==> src/pkg/fsp_pkg.sv <==
// Constants, register map and shared types of the fast serial port control block
package fsp_pkg;

   // Clock and bit-rate arithmetic
   localparam int unsigned CLK_MHZ = 50;          // Block clock in MHz
   localparam int unsigned REF_CLK_MHZ = 48;      // Reference for the bit-rate divisor in MHz
   localparam int unsigned OVERSAMPLE = 8;        // Sub-ticks per bit time
   localparam logic [18:0] ACC_STEP = 19'(REF_CLK_MHZ * OVERSAMPLE); // Phase step per clock
   localparam logic [18:0] ACC_CLK = 19'(CLK_MHZ); // Phase weight per divisor count
   localparam logic [2:0] SUB_LAST = 3'h7;        // Last sub-tick of a bit
   localparam logic [2:0] SUB_HALF = 3'h3;        // Sub-tick at the middle of the start bit
   localparam logic [2:0] BIT_LAST = 3'h7;        // Last data bit index

   // Register indices; byte address is four times the index
   localparam logic [15:0] IDX_CONTROL = 16'hc070;
   localparam logic [15:0] IDX_BAUD = 16'hc072;
   localparam logic [15:0] IDX_TX_GAP = 16'hc074;
   localparam logic [15:0] IDX_DATA = 16'hc076;
   localparam logic [15:0] IDX_RX_ADDR = 16'hc078;
   localparam logic [15:0] IDX_RX_LEN = 16'hc07a;
   localparam logic [15:0] IDX_TX_ADDR = 16'hc07c;
   localparam logic [15:0] IDX_TX_LEN = 16'hc07e;

   // Reset values
   localparam logic [15:0] CONTROL_RESET = 16'h0000;
   localparam logic [12:0] BAUD_RESET = 13'h0017;
   localparam logic [7:0] GAP_RESET = 8'h09;
   localparam logic [15:0] BLOCK_REG_RESET = 16'h0000;

   // Control register bit positions
   localparam int unsigned CB_ENABLE = 15;
   localparam int unsigned CB_RTS_POL = 14;
   localparam int unsigned CB_CTS_POL = 13;
   localparam int unsigned CB_XOFF = 12;
   localparam int unsigned CB_XOFF_EN = 11;
   localparam int unsigned CB_CTS_EN = 10;
   localparam int unsigned CB_RX_IE = 9;
   localparam int unsigned CB_DONE_IE = 8;
   localparam int unsigned CB_TX_DONE = 7;
   localparam int unsigned CB_RX_DONE = 6;
   localparam int unsigned CB_ONE_STOP = 5;
   localparam int unsigned CB_TX_READY = 4;
   localparam int unsigned CB_PKT_MODE = 3;
   localparam int unsigned CB_OVERFLOW = 2;
   localparam int unsigned CB_RX_FULL = 1;
   localparam int unsigned CB_RX_NONEMPTY = 0;
   localparam logic [15:0] CONTROL_RW_MASK = 16'hef28; // Plain read/write control bits

   // Flow control characters, FIFO depth and gap offset
   localparam logic [7:0] CHAR_XON = 8'h11;
   localparam logic [7:0] CHAR_XOFF = 8'h13;
   localparam logic [3:0] RX_DEPTH = 4'h8;
   localparam logic [7:0] GAP_OFFSET = 8'h07;

   // AHB-Lite request lines seen by the slave
   typedef struct packed {
      logic hsel;
      logic [31:0] haddr;
      logic [1:0] htrans;
      logic hwrite;
      logic [2:0] hsize;
      logic hready;
   } fsp_ahb_req_type;

   // Serial line sequencer states, Gray along the frame
   typedef enum logic [1:0] {
      FSP_IDLE = 2'b00,
      FSP_START = 2'b01,
      FSP_DATA = 2'b11,
      FSP_STOP = 2'b10
   } fsp_line_state_type;

endpackage

==> src/verilog/fsp_rx_mem.sv <==
// Eight-byte receive buffer memory with registered read data
`timescale 1ns/1ps
`default_nettype none
module fsp_rx_mem (
   input wire logic clk_in,
   input wire logic wr_en_in,
   input wire logic [2:0] wr_addr_in,
   input wire logic [7:0] wr_data_in,
   input wire logic [2:0] rd_addr_in,
   output logic [7:0] rd_data_out
);
   logic [7:0] mem_q [8]; // Byte storage
   logic [7:0] rd_data_q; // Read data register

   // Write port and registered read port
   always_ff @(posedge clk_in) begin
      if (wr_en_in) begin
         mem_q[wr_addr_in] <= wr_data_in;
      end
      rd_data_q <= mem_q[rd_addr_in];
   end

   assign rd_data_out = rd_data_q;
endmodule // fsp_rx_mem
`default_nettype wire

==> src/verilog/fsp_serial_port.sv <==
// Fast serial port: AHB-Lite registers, transmitter, receiver and receive FIFO
// Functional notes
// Port runs only while enable bit set
// Bit 14 selects request-to-send output polarity
// Bit 13 selects clear-to-send input polarity
// Status flag sets on XOFF, clears on XON
// Bit 11 turns XON/XOFF flow control on
// Bit 10 turns RTS/CTS handshaking on
// Bit 9 gates receive interrupts
// Bit 8 gates done interrupts
// Transmit-done flag set by hardware, write-one clears
// Receive-done flag set by hardware, write-one clears
// Bit 5 picks one or two stop bits
// Transmit ready shows holding register is free; the code also holds it low while the enable bit is clear
// Bit 3 picks receive interrupt source
// Overflow flag sticky until write-one clear
// Packet-ready reads one when FIFO full
// Receive ready reads one when FIFO nonempty
// Divisor resets to 0x0017, control to zero
// Bit rate is 48 MHz over divisor+1; divisors up to 6 give 6.25 MHz
// Data write sends byte, read pops byte
// Block mode gap is value minus seven bits
// Receive line follows enable and selected condition
// Done line follows enable and either flag
`timescale 1ns/1ps
`default_nettype none
module fsp_serial_port (
   input wire logic clk_in,
   input wire logic rst_n_in,
   input wire fsp_pkg::fsp_ahb_req_type ahb_in,
   input wire logic [31:0] hwdata_in,
   output logic [31:0] hrdata_out,
   output logic hreadyout_out,
   output logic hresp_out,
   input wire logic rxd_in,
   input wire logic cts_in,
   input wire logic tx_block_mode_in,
   input wire logic tx_block_done_in,
   input wire logic rx_block_done_in,
   output logic txd_out,
   output logic rts_out,
   output logic receive_interrupt_line_out,
   output logic done_intr_out
);
   import fsp_pkg::*;

   // Pin synchronisers: index 0 is the receive line, 1 the clear-to-send line
   logic [1:0] pin_raw; // Raw pin levels
   logic [1:0] pin_flt; // Filtered levels
   assign pin_raw = {cts_in, rxd_in};

   genvar gi;
   generate
      for (gi = 0; gi < 2; gi++) begin : g_sync
         logic [2:0] sync_q; // Three-stage chain
         logic [2:0] sync_d;
         logic flt_q; // Accepted level
         logic flt_d;
         // Level is accepted once the second and third stages agree
         always_comb begin
            sync_d = {sync_q[1:0], pin_raw[gi]};
            flt_d = (sync_q[1] == sync_q[2]) ? sync_q[2] : flt_q;
         end
         // Idle line level is high
         always_ff @(posedge clk_in) begin
            if (!rst_n_in) begin
               sync_q <= 3'h7;
               flt_q <= 1'b1;
            end else begin
               sync_q <= sync_d;
               flt_q <= flt_d;
            end
         end
         assign pin_flt[gi] = flt_q;
      end
   endgenerate

   logic rxd_flt;
   logic cts_flt;
   assign rxd_flt = pin_flt[0];
   assign cts_flt = pin_flt[1];

   // Register state
   logic [15:0] ctrl_q, ctrl_d; // Plain control bits
   logic xoff_q, xoff_d; // XOFF seen
   logic txdone_q, txdone_d; // Block transmit done
   logic rxdone_q, rxdone_d; // Block receive done
   logic ovf_q, ovf_d; // Receive overflow
   logic [12:0] baud_q, baud_d; // Bit-rate divisor
   logic [7:0] gap_q, gap_d; // Block-mode gap
   logic [15:0] blk_q [4]; // Block address and length storage
   logic [15:0] blk_d [4];
   logic wr_pend_q, wr_pend_d; // Write data phase pending
   logic [17:0] wr_addr_q, wr_addr_d; // Address of that write
   logic [31:0] rdata_q, rdata_d; // Read data
   logic [3:0] rx_cnt_q, rx_cnt_d; // FIFO fill level
   logic [2:0] wr_ptr_q, wr_ptr_d;
   logic [2:0] rd_ptr_q, rd_ptr_d;
   logic [7:0] hold_q, hold_d; // Transmit holding byte
   logic hold_vld_q, hold_vld_d;

   // Decoded control bits
   logic en, rts_pol, cts_pol, xoff_en, cts_en, rx_ie, done_ie, one_stop, pkt_mode;
   assign en = ctrl_q[CB_ENABLE];
   assign rts_pol = ctrl_q[CB_RTS_POL];
   assign cts_pol = ctrl_q[CB_CTS_POL];
   assign xoff_en = ctrl_q[CB_XOFF_EN];
   assign cts_en = ctrl_q[CB_CTS_EN];
   assign rx_ie = ctrl_q[CB_RX_IE];
   assign done_ie = ctrl_q[CB_DONE_IE];
   assign one_stop = ctrl_q[CB_ONE_STOP];
   assign pkt_mode = ctrl_q[CB_PKT_MODE];

   // Status terms
   logic rx_full, rx_nonempty, tx_ready, cts_true, rts_true;
   assign rx_full = (rx_cnt_q == RX_DEPTH);
   assign rx_nonempty = (rx_cnt_q != 4'h0);
   assign tx_ready = en && !hold_vld_q;
   assign cts_true = cts_flt ^ cts_pol;
   assign rts_true = en && !(cts_en && rx_full);

   // Bit-rate phase accumulator: average tick rate is 8 x 48 MHz / (divisor + 1) for divisors of 7 and up, one tick per clock below that
   logic [18:0] acc_q, acc_d;
   logic os_tick_q, os_tick_d;
   logic [18:0] acc_sum, acc_thr;
   always_comb begin
      acc_thr = ACC_CLK * (19'(baud_q) + 19'h1);
      acc_sum = acc_q + ACC_STEP;
      acc_d = acc_sum;
      os_tick_d = 1'b0;
      if (!en) begin
         acc_d = 19'h0;
      end else if (acc_sum >= acc_thr) begin
         os_tick_d = 1'b1;
         // Out-of-range divisors must not let the phase run away
         acc_d = ((acc_sum - acc_thr) >= acc_thr) ? 19'h0 : acc_sum - acc_thr;
      end
   end
   always_ff @(posedge clk_in) begin
      if (!rst_n_in) begin
         acc_q <= 19'h0;
         os_tick_q <= 1'b0;
      end else begin
         acc_q <= acc_d;
         os_tick_q <= os_tick_d;
      end
   end

   // Transmitter
   fsp_line_state_type tx_st_q, tx_st_d;
   logic [2:0] tx_sub_q, tx_sub_d;
   logic [2:0] tx_bit_q, tx_bit_d;
   logic [7:0] tx_sh_q, tx_sh_d;
   logic [7:0] tx_stop_q, tx_stop_d; // Stop bits still to send
   logic txd_q, txd_d;
   logic tx_go, tx_bit_end, tx_take;
   logic [7:0] stop_len;
   assign tx_go = hold_vld_q && (!cts_en || cts_true) && !(xoff_en && xoff_q);
   assign tx_bit_end = os_tick_q && (tx_sub_q == SUB_LAST);
   assign tx_take = en && (tx_st_q == FSP_IDLE) && tx_go;
   always_comb begin
      // Block mode uses the gap count, byte mode the stop-bit select
      if (tx_block_mode_in) begin
         stop_len = (gap_q > GAP_OFFSET) ? gap_q - GAP_OFFSET : 8'h01;
      end else begin
         stop_len = one_stop ? 8'h01 : 8'h02;
      end
      tx_st_d = tx_st_q;
      tx_sub_d = os_tick_q ? tx_sub_q + 3'h1 : tx_sub_q;
      tx_bit_d = tx_bit_q;
      tx_sh_d = tx_sh_q;
      tx_stop_d = tx_stop_q;
      txd_d = txd_q;
      if (!en) begin
         tx_st_d = FSP_IDLE;
         tx_sub_d = 3'h0;
         txd_d = 1'b1;
      end else begin
         unique case (tx_st_q)
            FSP_IDLE: begin
               tx_sub_d = 3'h0;
               if (tx_go) begin
                  tx_st_d = FSP_START;
                  tx_sh_d = hold_q;
                  txd_d = 1'b0;
               end
            end
            FSP_START: begin
               if (tx_bit_end) begin
                  tx_st_d = FSP_DATA;
                  tx_bit_d = 3'h0;
                  txd_d = tx_sh_q[0];
               end
            end
            FSP_DATA: begin
               if (tx_bit_end) begin
                  if (tx_bit_q == BIT_LAST) begin
                     tx_st_d = FSP_STOP;
                     tx_stop_d = stop_len;
                     txd_d = 1'b1;
                  end else begin
                     tx_bit_d = tx_bit_q + 3'h1;
                     tx_sh_d = {1'b0, tx_sh_q[7:1]};
                     txd_d = tx_sh_q[1];
                  end
               end
            end
            FSP_STOP: begin
               if (tx_bit_end) begin
                  if (tx_stop_q <= 8'h01) begin
                     tx_st_d = FSP_IDLE;
                  end else begin
                     tx_stop_d = tx_stop_q - 8'h01;
                  end
               end
            end
         endcase
      end
   end
   always_ff @(posedge clk_in) begin
      if (!rst_n_in) begin
         tx_st_q <= FSP_IDLE;
         tx_sub_q <= 3'h0;
         tx_bit_q <= 3'h0;
         tx_sh_q <= 8'h00;
         tx_stop_q <= 8'h00;
         txd_q <= 1'b1;
      end else begin
         tx_st_q <= tx_st_d;
         tx_sub_q <= tx_sub_d;
         tx_bit_q <= tx_bit_d;
         tx_sh_q <= tx_sh_d;
         tx_stop_q <= tx_stop_d;
         txd_q <= txd_d;
      end
   end

   // Receiver: start bit checked at mid-bit, one stop bit checked, extra stop bits idle
   fsp_line_state_type rx_st_q, rx_st_d;
   logic [2:0] rx_sub_q, rx_sub_d;
   logic [2:0] rx_bit_q, rx_bit_d;
   logic [7:0] rx_sh_q, rx_sh_d;
   logic rx_got; // Complete byte with valid stop bit
   assign rx_got = en && (rx_st_q == FSP_STOP) && os_tick_q && (rx_sub_q == SUB_LAST) && rxd_flt;
   always_comb begin
      rx_st_d = rx_st_q;
      rx_sub_d = os_tick_q ? rx_sub_q + 3'h1 : rx_sub_q;
      rx_bit_d = rx_bit_q;
      rx_sh_d = rx_sh_q;
      if (!en) begin
         rx_st_d = FSP_IDLE;
         rx_sub_d = 3'h0;
      end else begin
         unique case (rx_st_q)
            FSP_IDLE: begin
               rx_sub_d = 3'h0;
               if (!rxd_flt) begin
                  rx_st_d = FSP_START;
               end
            end
            FSP_START: begin
               if (os_tick_q && rx_sub_q == SUB_HALF) begin
                  rx_sub_d = 3'h0;
                  rx_bit_d = 3'h0;
                  rx_st_d = rxd_flt ? FSP_IDLE : FSP_DATA;
               end
            end
            FSP_DATA: begin
               if (os_tick_q && rx_sub_q == SUB_LAST) begin
                  rx_sh_d = {rxd_flt, rx_sh_q[7:1]};
                  rx_bit_d = rx_bit_q + 3'h1;
                  if (rx_bit_q == BIT_LAST) begin
                     rx_st_d = FSP_STOP;
                  end
               end
            end
            FSP_STOP: begin
               // Framing errors drop the byte
               if (os_tick_q && rx_sub_q == SUB_LAST) begin
                  rx_st_d = FSP_IDLE;
               end
            end
         endcase
      end
   end
   always_ff @(posedge clk_in) begin
      if (!rst_n_in) begin
         rx_st_q <= FSP_IDLE;
         rx_sub_q <= 3'h0;
         rx_bit_q <= 3'h0;
         rx_sh_q <= 8'h00;
      end else begin
         rx_st_q <= rx_st_d;
         rx_sub_q <= rx_sub_d;
         rx_bit_q <= rx_bit_d;
         rx_sh_q <= rx_sh_d;
      end
   end

   // Receive FIFO storage
   logic [7:0] fifo_rd_data;
   logic push, pop, is_xon, is_xoff;
   fsp_rx_mem u_rx_mem (
      .clk_in(clk_in),
      .wr_en_in(push),
      .wr_addr_in(wr_ptr_q),
      .wr_data_in(rx_sh_q),
      .rd_addr_in(rd_ptr_q),
      .rd_data_out(fifo_rd_data)
   );

   // Bus decode
   logic accept, wr_ctrl, wr_data;
   logic [15:0] wd;
   logic [15:0] ctrl_rd;
   assign accept = ahb_in.hsel && ahb_in.htrans[1] && ahb_in.hready;
   assign wd = hwdata_in[15:0];
   assign wr_ctrl = wr_pend_q && (wr_addr_q == {IDX_CONTROL, 2'b00});
   assign wr_data = wr_pend_q && (wr_addr_q == {IDX_DATA, 2'b00});
   assign is_xon = xoff_en && (rx_sh_q == CHAR_XON);
   assign is_xoff = xoff_en && (rx_sh_q == CHAR_XOFF);
   assign push = rx_got && !is_xon && !is_xoff && !rx_full;
   assign pop = accept && !ahb_in.hwrite && rx_nonempty
                && (ahb_in.haddr[17:0] == {IDX_DATA, 2'b00});

   // Control read view with live status bits
   always_comb begin
      ctrl_rd = ctrl_q;
      ctrl_rd[CB_XOFF] = xoff_q;
      ctrl_rd[CB_TX_DONE] = txdone_q;
      ctrl_rd[CB_RX_DONE] = rxdone_q;
      ctrl_rd[CB_TX_READY] = tx_ready;
      ctrl_rd[CB_OVERFLOW] = ovf_q;
      ctrl_rd[CB_RX_FULL] = rx_full;
      ctrl_rd[CB_RX_NONEMPTY] = rx_nonempty;
   end

   // Register file, flags and FIFO pointers
   always_comb begin
      ctrl_d = ctrl_q;
      baud_d = baud_q;
      gap_d = gap_q;
      blk_d = blk_q;
      hold_d = hold_q;
      hold_vld_d = hold_vld_q && !tx_take;
      wr_pend_d = accept && ahb_in.hwrite;
      wr_addr_d = ahb_in.haddr[17:0];
      rdata_d = rdata_q;
      xoff_d = xoff_q;
      wr_ptr_d = wr_ptr_q + (push ? 3'h1 : 3'h0);
      rd_ptr_d = rd_ptr_q + (pop ? 3'h1 : 3'h0);
      rx_cnt_d = rx_cnt_q + (push ? 4'h1 : 4'h0) - (pop ? 4'h1 : 4'h0);
      // Write-one clears; a same-cycle set wins
      txdone_d = (txdone_q && !(wr_ctrl && wd[CB_TX_DONE])) || tx_block_done_in;
      rxdone_d = (rxdone_q && !(wr_ctrl && wd[CB_RX_DONE])) || rx_block_done_in;
      ovf_d = (ovf_q && !(wr_ctrl && wd[CB_OVERFLOW])) || (rx_got && rx_full);
      if (is_xoff && rx_got) begin
         xoff_d = 1'b1;
      end else if ((is_xon && rx_got) || !xoff_en) begin
         xoff_d = 1'b0;
      end
      // Read data captured at the address phase
      if (accept && !ahb_in.hwrite) begin
         unique case (ahb_in.haddr[17:0])
            {IDX_CONTROL, 2'b00}: rdata_d = {16'h0000, ctrl_rd};
            {IDX_BAUD, 2'b00}: rdata_d = {19'h00000, baud_q};
            {IDX_TX_GAP, 2'b00}: rdata_d = {24'h000000, gap_q};
            {IDX_DATA, 2'b00}: rdata_d = {24'h000000, fifo_rd_data};
            {IDX_RX_ADDR, 2'b00}: rdata_d = {16'h0000, blk_q[0]};
            {IDX_RX_LEN, 2'b00}: rdata_d = {16'h0000, blk_q[1]};
            {IDX_TX_ADDR, 2'b00}: rdata_d = {16'h0000, blk_q[2]};
            {IDX_TX_LEN, 2'b00}: rdata_d = {16'h0000, blk_q[3]};
            default: rdata_d = 32'h00000000;
         endcase
      end
      // Writes land at the end of the data phase
      if (wr_ctrl) begin
         ctrl_d = wd & CONTROL_RW_MASK;
      end
      if (wr_pend_q) begin
         unique case (wr_addr_q)
            {IDX_BAUD, 2'b00}: baud_d = wd[12:0];
            {IDX_TX_GAP, 2'b00}: gap_d = wd[7:0];
            {IDX_RX_ADDR, 2'b00}: blk_d[0] = wd;
            {IDX_RX_LEN, 2'b00}: blk_d[1] = wd;
            {IDX_TX_ADDR, 2'b00}: blk_d[2] = wd;
            {IDX_TX_LEN, 2'b00}: blk_d[3] = wd;
            default: ;
         endcase
      end
      if (wr_data && tx_ready) begin
         hold_d = wd[7:0];
         hold_vld_d = 1'b1;
      end
      // Disabled port drops the holding byte and empties the FIFO
      if (!en) begin
         hold_vld_d = 1'b0;
         wr_ptr_d = 3'h0;
         rd_ptr_d = 3'h0;
         rx_cnt_d = 4'h0;
      end
   end
   always_ff @(posedge clk_in) begin
      if (!rst_n_in) begin
         ctrl_q <= CONTROL_RESET;
         baud_q <= BAUD_RESET;
         gap_q <= GAP_RESET;
         blk_q <= '{default: BLOCK_REG_RESET};
         xoff_q <= 1'b0;
         txdone_q <= 1'b0;
         rxdone_q <= 1'b0;
         ovf_q <= 1'b0;
         wr_pend_q <= 1'b0;
         wr_addr_q <= 18'h00000;
         rdata_q <= 32'h00000000;
         rx_cnt_q <= 4'h0;
         wr_ptr_q <= 3'h0;
         rd_ptr_q <= 3'h0;
         hold_q <= 8'h00;
         hold_vld_q <= 1'b0;
      end else begin
         ctrl_q <= ctrl_d;
         baud_q <= baud_d;
         gap_q <= gap_d;
         blk_q <= blk_d;
         xoff_q <= xoff_d;
         txdone_q <= txdone_d;
         rxdone_q <= rxdone_d;
         ovf_q <= ovf_d;
         wr_pend_q <= wr_pend_d;
         wr_addr_q <= wr_addr_d;
         rdata_q <= rdata_d;
         rx_cnt_q <= rx_cnt_d;
         wr_ptr_q <= wr_ptr_d;
         rd_ptr_q <= rd_ptr_d;
         hold_q <= hold_d;
         hold_vld_q <= hold_vld_d;
      end
   end

   // Outputs
   assign hrdata_out = rdata_q;
   assign hreadyout_out = 1'b1;
   assign hresp_out = 1'b0;
   assign txd_out = txd_q;
   assign rts_out = rts_true ^ rts_pol;
   assign receive_interrupt_line_out = rx_ie && (pkt_mode ? rx_full : rx_nonempty);
   assign done_intr_out = done_ie && (txdone_q || rxdone_q);

   // Checks
   AST_DISABLED_IDLE: assert property (@(posedge clk_in) disable iff (!rst_n_in)
      !en |=> txd_out && tx_st_q == FSP_IDLE) else $error("Disabled port not idle");
   AST_RTS_FULL: assert property (@(posedge clk_in) disable iff (!rst_n_in)
      (en && cts_en && rx_full) |-> (rts_out == rts_pol)) else $error("RTS not withdrawn");
   AST_CTS_HOLD: assert property (@(posedge clk_in) disable iff (!rst_n_in)
      (tx_st_q == FSP_IDLE && cts_en && (cts_flt ^ cts_pol) == 1'b0) |=> tx_st_q == FSP_IDLE)
      else $error("Sent without clear to send");
   AST_XOFF_SET: assert property (@(posedge clk_in) disable iff (!rst_n_in)
      (rx_got && is_xoff) |=> xoff_q) else $error("XOFF not flagged");
   AST_XOFF_STALL: assert property (@(posedge clk_in) disable iff (!rst_n_in)
      (tx_st_q == FSP_IDLE && xoff_en && xoff_q) |=> tx_st_q == FSP_IDLE)
      else $error("Sent while stopped by XOFF");
   AST_RX_IE: assert property (@(posedge clk_in) disable iff (!rst_n_in)
      !rx_ie |-> !receive_interrupt_line_out) else $error("Receive line while masked");
   AST_TXDONE_SET: assert property (@(posedge clk_in) disable iff (!rst_n_in)
      tx_block_done_in |=> txdone_q ##1 (txdone_q || $past(wr_ctrl)))
      else $error("Transmit done lost");
   AST_OVF_SET: assert property (@(posedge clk_in) disable iff (!rst_n_in)
      (rx_got && rx_full && !pop) |=> ovf_q && rx_cnt_q == RX_DEPTH) else $error("Overflow lost");
   AST_TX_READY: assert property (@(posedge clk_in) disable iff (!rst_n_in)
      (wr_data && tx_ready) |=> !tx_ready) else $error("Ready after load");
   AST_BAUD_RESET: assert property (@(posedge clk_in)
      $rose(rst_n_in) |-> baud_q == BAUD_RESET && ctrl_q == CONTROL_RESET)
      else $error("Bad reset values");
endmodule // fsp_serial_port
`default_nettype wire

==> config.mk <==
export PLATFORM = sky130hd
export DESIGN_NAME = fsp_serial_port
export DESIGN_NICKNAME = d
export VERILOG_FILES = /design/src/pkg/fsp_pkg.sv /design/src/verilog/fsp_rx_mem.sv /design/src/verilog/fsp_serial_port.sv
export SDC_FILE = /design/constraint.sdc
export NUM_CORES = 1
export LEC_CHECK = 0
export BUFFER_PORTS_ARGS = -buffer_cell sky130_fd_sc_hd__buf_2
export CAP_MARGIN = 20
export CORE_AREA = 5 5 236 238
export DETAILED_ROUTE_END_ITERATION = 16
export DIE_AREA = 0 0 241 243
export HOLD_SLACK_MARGIN = 0.12
export PLACE_DENSITY = 0.47
export REMOVE_ABC_BUFFERS = 1
export SLEW_MARGIN = 30
export SYNTH_ARGS = -nofsm -noshare
export SYNTH_HDL_FRONTEND = slang
export SYNTH_HIERARCHICAL = 1
export SYNTH_SLANG_ARGS = --single-unit
==> constraint.sdc <==
create_clock -name clk_in -period 15.7 [get_ports clk_in]
set_input_delay 0 -clock clk_in [delete_from_list [all_inputs] [get_ports clk_in]]
set_output_delay 0 -clock clk_in [all_outputs]
set_load 0.01 [all_outputs]
==> impl_metrics.tcl, run 1 <==
set metrics [dict create \
    status "finished clean" \
    hold_slack_ns 0.252 \
    overflow 0 \
    crit_path_top_delay_cell "dfxtp_1" \
    routed_via_density 4.95 \
    path_clk_slew_ns 0.06 \
    worstMarginPinSlew_ns 1.00 \
    cts.htree.levels 2 \
    ys_seq_area_share_pct 42.3 \
    critPathMaxStageDelay_ns 0.50 \
    synth_async_sr_flop_share_pct 0 \
    synth_fa_ha_area_share_pct 9.04 \
    cp_top_family "adder cells" \
    maxSlewHeadroom_pct 32.9 \
    cp_num_buf_inv 2 \
    yosysTopAreaCell "dfxtp_1" \
    yosysUniqueCellTypes 90 \
    syn_area_mm2 0.0153 \
    wire_per_inst_um 17.5 \
    drive_gt1_share_pct 10.3 \
    cp_max_fo 8 \
    finalCritPeriodShare_pct 49.6 \
    min_path_type "primary input to register" \
    cts_tree "built" \
    cts.repair.resized 0 \
    syn_to_final_growth_pct 17.0 \
    nFillCells 5463 \
    io_pins 117 \
    grt_pass1_wl_um 67500 \
    synthMuxAreaShare_pct 5.20 \
    layout_common_cells "nand2_1 (233), dfxtp_1 (227), ha_1 (93), a21boi_0 (89), nor2_1 (75)" \
    synth-edff-count 64 \
    cp.arrival_ns 8.21 \
    rows 85 \
    cts_buffers 34 \
    powerDensity_mw_per_mm2 87.3 \
    yosysWarnings 6 \
    antenna_found_initial 1 \
    dr_total_vias 12000 \
    synth_top_family_by_area "simple AND/OR/NAND/NOR gates" \
    final.setup.tns_ns 0 \
    drt_iter0_markers 876 \
    hold_violations 0 \
    wirelength_um 42200 \
    cp-start-kind "register" \
    initial_utilization_pct 28.7 \
    synth-simple-area-share_pct 17.6 \
    ctsHoldBuffers 60 \
    fin_nets 1881 \
    synthFlopType "dfxtp_1" \
    path_common_cell "ha_1" \
    criticalPathCategory "register to register" \
    diodes 0 \
    required_ns 16.13 \
    report.final.slew_viol_count 0 \
    die_h_um 243 \
    fmax_mhz 128 \
    track_usage_pct 14.3 \
    root_buffer "clkbuf_16" \
    coreArea_mm2 0.0534 \
    finalSetupViolations 0 \
    firstDrtPassIters 5 \
    port_buffers 64 \
    maxCapViolCount 0 \
    syn_area_per_cell_um2 9.52 \
    synthXorXnorAreaFrac_pct 4.05 \
    place_congestion 0.799 \
    hpwl_um 28800 \
    final_common_cell "nand2_1" \
    post-cts-setup-buffers 0 \
    ys_ff_latch 292 \
    syn_inst 1611 \
    post-route-min-period_ns 7.78 \
    fin_skew_ns 0.0187 \
    synth_compound_area_share_pct 16.7 \
    clockBufferDepth 3 \
    grt_pass1_vias 12100 \
    die_w_um 241 \
    end_kind "register" \
    cts_sinks 292 \
    clock_latency_ns 0.54 \
    dieArea_mm2 0.0586 \
    ant_nets 0 \
    drc 0 \
    grt_max_degree 94 \
    power.leakage_nw 6.82 \
    synth.top_cell.area_share_pct 29.8 \
    grt_setup_unrepaired "no" \
    peakVddDrop_v 0.0000780 \
    yosys-top-cells-area "dfxtp_1 (30%), edfxtp_1 (13%), ha_1 (7.6%)" \
]
==> power by group <==
group	internal, mW	switching (mW)	leakage, nW	total (mW)
combinational	0.0215	0.0226	3.86	0.0441
sequential	0.767	0.00218	2.44	0.769
clock	0.441	0.312	0.518	0.753
==> synthesized netlist by cell type, types with 8 or more instances <==
cell,n
nand2_1,233
dfxtp_1,228
ha_1,93
a21boi_0,89
nor2_1,84
inv_1,74
clkbuf_1,70
edfxtp_1,64
nor2b_1,58
a21oi_1,57
nand3_1,42
xnor2_1,42
a22oi_1,41
o21ai_0,33
mux2i_1,29
xor2_1,29
and2_1,27
a31oi_1,22
nand2b_1,22
buf_4,20
nand4_1,17
and3_1,15
mux4_1,15
nor3_1,12
a32o_1,11
a211oi_1,10
fa_1,10
o211a_1,10
a21o_1,8
a221oi_1,8
mux2_2,8
nor4_1,8
or3_1,8
==> registers in the layout, summed over array words and instances, names as in the netlist, 4 cells and up <==
| signal | count |
|---|---|
| acc_q | 18 |
| baud_q | 13 |
| blk_q | 64 |
| ctrl_q | 9 |
| g_sync.sync_q | 6 |
| gap_q | 8 |
| hold_q | 8 |
| hrdata_out | 16 |
| rx_cnt_q | 4 |
| rx_sh_q | 8 |
| tx_sh_q | 8 |
| tx_stop_q | 8 |
| u_rx_mem/mem_q | 64 |
| u_rx_mem/rd_data_out | 8 |
| wr_addr_q | 18 |
==> metal layers <==
| metal | GRT usage (%) | vias to the layer above | part of all wire, % |
|---|---|---|---|
| met4 | 4.35 | 2 | 2.4 |
| met3 | 2.36 | 78 | 4.5 |
| li1 | - | 5876 | - |
| met2 | 23.3 | 229 | 46 |
| met5 | 0 | - | 0.040 |
| met1 | 19.6 | 5794 | 47 |
==> through the flow <==
stage	instances	utilization [%]	setup WS (ns)	area, um^2	power (mW)
floorplan	1527	-	9.00	14900	0.796
global placement	2297	30.4	7.77	16200	0.817
detailed placement	2298	30.4	7.72	16200	0.817
CTS	2417	33.5	7.67	17900	1.60
global route	2418	33.6	7.25	17900	1.63
finish	2418	33.6	7.92	17900	1.57
==> layout make-up <==
type / count / area (um^2) / area share [%]
Timing Repair Buffer: 136 / 1020 / 5.69
Tap cell: 696 / 871 / 4.85
Inverter: 74 / 278 / 1.55
Clock inverter: 9 / 48.8 / 0.272
Sequential cell: 292 / 6490 / 36.1
Clock buffer: 50 / 1000 / 5.58
Multi-Input combinational cell: 1161 / 8240 / 45.9
==> kinds of logic after synthesis <==
kind of cell / after synthesis
compound gates: 354
mux: 53
xor+xnor: 71
fa+ha+maj: 105
simple gates: 560
flops: 292
other cells: 2
buf+inv: 174
==> worst register-to-register path: cells and delay by family (launching register included) <==
family,cells,cell delay [ns]
XOR/XNOR,3,0.85
AND/OR/NAND/NOR,7,1.47
buffers and inverters,2,0.09
adder cells (fa/ha/maj),8,2.79
flip-flops,1,0.50
multiplexers,1,0.36
AO/OA/AOI/OAI,7,1.64
==> final timing paths <==
path	cells past startpoint	startpoint	slack, ns	to
setup / recovery	28	baud_q[2]	7.92	acc_q[17]
hold / removal	3	ahb_in[13]	0.25	wr_addr_q[6]
setup reg to reg	28	baud_q[2]	7.92	acc_q[17]
hold reg to reg	1	g_sync[0].sync_q[0]	0.41	g_sync[0].sync_q[1]
Note: power is estimated with default switching activity, not from simulation.
==> inputs of run 2 (changes only) <==
--- a/config.mk
+++ b/config.mk
@@ -11,7 +11,7 @@
 export DETAILED_ROUTE_END_ITERATION = 16
 export DIE_AREA = 0 0 241 243
 export HOLD_SLACK_MARGIN = 0.12
-export PLACE_DENSITY = 0.47
+export PLACE_DENSITY = 0.49
 export REMOVE_ABC_BUFFERS = 1
 export SLEW_MARGIN = 30
 export SYNTH_ARGS = -nofsm -noshare
==> constraint.sdc (replaced) <==
create_clock -name clk_in -period 6.8 [get_ports clk_in]
set_input_delay 0 -clock clk_in [delete_from_list [all_inputs] [get_ports clk_in]]
set_output_delay 0 -clock clk_in [all_outputs]
set_load 0.01 [all_outputs]
==> run 2 against run 1 <==
Against the previous run: largest power group is now clock; critical path depth increased by 3; critical path type unchanged; clock power rose by 140%; combinational power up 110%; sequential power is 130% higher; clock skew up 0.0016 ns; highest routed layer unchanged.
==> impl_metrics.tcl, run 2 (synthesis gave the netlist of run 1 again) <==
set metrics [dict create \
    status "finished clean" \
    report.final.slew_viol_count 0 \
    maxCapViolCount 0 \
    die_h_um 243 \
    seqPwrFrac_pct 48.1 \
    dp_slack_ns -0.0448 \
    grt_max_degree 100 \
    fin_util_pct 34.5 \
    maxSlewHeadroom_pct 32.3 \
    firstDrtPassIters 7 \
    io_pins 117 \
    initial_utilization_pct 28.7 \
    port_buffers 64 \
    multi_input_area_mm2 0.00847 \
    hold_violations 0 \
    required_ns 7.20 \
    powerDensity_mw_per_mm2 200 \
    root_buffer "clkbuf_16" \
    r2r-start "baud_q[1]" \
    die_w_um 241 \
    coreArea_mm2 0.0534 \
    power.leakage_nw 7.03 \
    post-route-min-period_ns 6.50 \
    drc 0 \
    internal_power_mw 2.90 \
    min_path_type "primary input to register" \
    seq_area_mm2 0.00649 \
    track_usage_pct 14.2 \
    hold_end "wr_addr_q[17]" \
    diodes 0 \
    finalSetupViolations 0 \
    place_congestion 0.797 \
    clockBufferDepth 3 \
    crit_path_top_delay_cell "fa_1" \
    dieArea_mm2 0.0586 \
    cts.htree.levels 2 \
    grt_pass1_wl_um 67400 \
    drive_gt1_share_pct 14.6 \
    nFillCells 5482 \
    cp-start-kind "register" \
    rr_worst_depth 31 \
    r2r_slack_ns 0.30 \
    critPathMaxStageDelay_ns 0.49 \
    final_common_cell "nand2_1" \
    path_common_cell "ha_1" \
    power_mw 3.69 \
    worstHoldStart "ahb_in[24]" \
    drt_iter0_markers 656 \
    wirelength_um 42400 \
    cts_tree "built" \
    finalWorstSetupSlack_ns 0.304 \
    cp.arrival_ns 6.90 \
    end_kind "register" \
    antenna_found_initial 1 \
    cts_buffers 34 \
    rows 85 \
    cts_sinks 292 \
    dr_total_vias 12100 \
    whs_path_depth 3 \
    overflow 0 \
    grt_pass1_vias 12000 \
    clock_latency_ns 0.52 \
    fin_nets 1913 \
    fin_skew_ns 0.0203 \
    path_clk_slew_ns 0.06 \
    criticalPathCategory "register to register" \
    peakVddDrop_v 0.000145 \
    timing.rr.end "acc_q[4]" \
    cp_max_fo 7 \
    clkPwrFrac_pct 49.4 \
    largest_registers "blk_q x64, u_rx_mem/mem_q x64" \
    routed_via_density 4.94 \
    finalCritPeriodShare_pct 95.5 \
    syn_to_final_growth_pct 20.2 \
    layout_common_cells "nand2_1 (232), dfxtp_1 (225), a21boi_0 (89), ha_1 (86)" \
    fmax_mhz 154 \
    ant_nets 0 \
    worstMarginPinSlew_ns 1.01 \
    swShare_pct 21.4 \
    final.setup.tns_ns 0 \
    wire_per_inst_um 17.3 \
    p_comb_share_pct 2.5 \
    hpwl_um 29300 \
    p_switching_mw 0.789 \
]
[run 2: power groups by stage]
| stage | clock network (mW) | registers (mW) | logic, mW |
|---|---|---|---|
| CTS | 1.88 | 1.78 | 0.0934 |
| floorplan | 0 | 1.81 | 0.0251 |
| finish | 1.82 | 1.78 | 0.0932 |
| global placement | 0 | 1.81 | 0.0712 |
| global route | 1.96 | 1.78 | 0.101 |
| detailed placement | 0 | 1.81 | 0.0719 |
[run 2: layout make-up]
class | instances | share of cell area (%)
clock buffer | 46 | 5.08
clock inverter | 12 | 0.862
inverter | 74 | 1.51
multi-input combinational | 1162 | 45.9
sequential | 292 | 35.2
tap | 696 | 4.72
timing repair buffer | 167 | 6.69
[run 2: metrics by stage]
stage	area (um^2)	std cells	hold WS, ns
floorplan	14900	1527	0.0619
global placement	16500	2332	0.193
detailed placement	16500	2334	0.196
CTS	18100	2439	0.217
global route	18400	2449	0.249
finish	18400	2449	0.243
[run 2: worst max path at each step]
stage | startpoint | endpoint | slack [ns] | cells after the start
2_1_floorplan | baud_q[2] | acc_q[3] | 0.1 | 28
3_3_place_gp | baud_q[0] | acc_q[16] | 0.17 | 29
3_5_place_dp | baud_q[0] | acc_q[16] | -0.04 | 29
4_1_cts | baud_q[0] | acc_q[3] | 0.004 | 31
5_1_grt | baud_q[1] | acc_q[16] | -0.05 | 31
6_report | baud_q[1] | acc_q[4] | 0.30 | 31
[run 2: layer usage]
layer / vias to the layer above / GRT usage, % / part of all wire [%]
met4: 2 / 3.67 / 2.2
met3: 67 / 2.17 / 4.0
met1: 5884 / 19.8 / 47
met5: - / 0 / 0.031
met2: 217 / 23.0 / 47
li1: 5933 / - / -
[run 2: what timing repair did]
action                                  in CTS  in global routing
setup buffers                                0                  9
pin swaps                                    0                 16
gates cloned                                 0                  1
hold endpoints to repair                   132                  0
endpoints found under the setup margin      12                 18
hold buffers                                47                  0
resized for setup                            2                 47
[run 2: worst max-delay path: cells and delay by family, from the launching register on]
kind / cells / cell delay [ns]
AO/OA/AOI/OAI: 6 / 1.16
XOR/XNOR: 3 / 0.44
buffers and inverters: 4 / 0.39
flip-flops: 1 / 0.37
adder cells (fa/ha/maj): 9 / 2.81
AND/OR/NAND/NOR: 8 / 1.05
multiplexers: 1 / 0.15
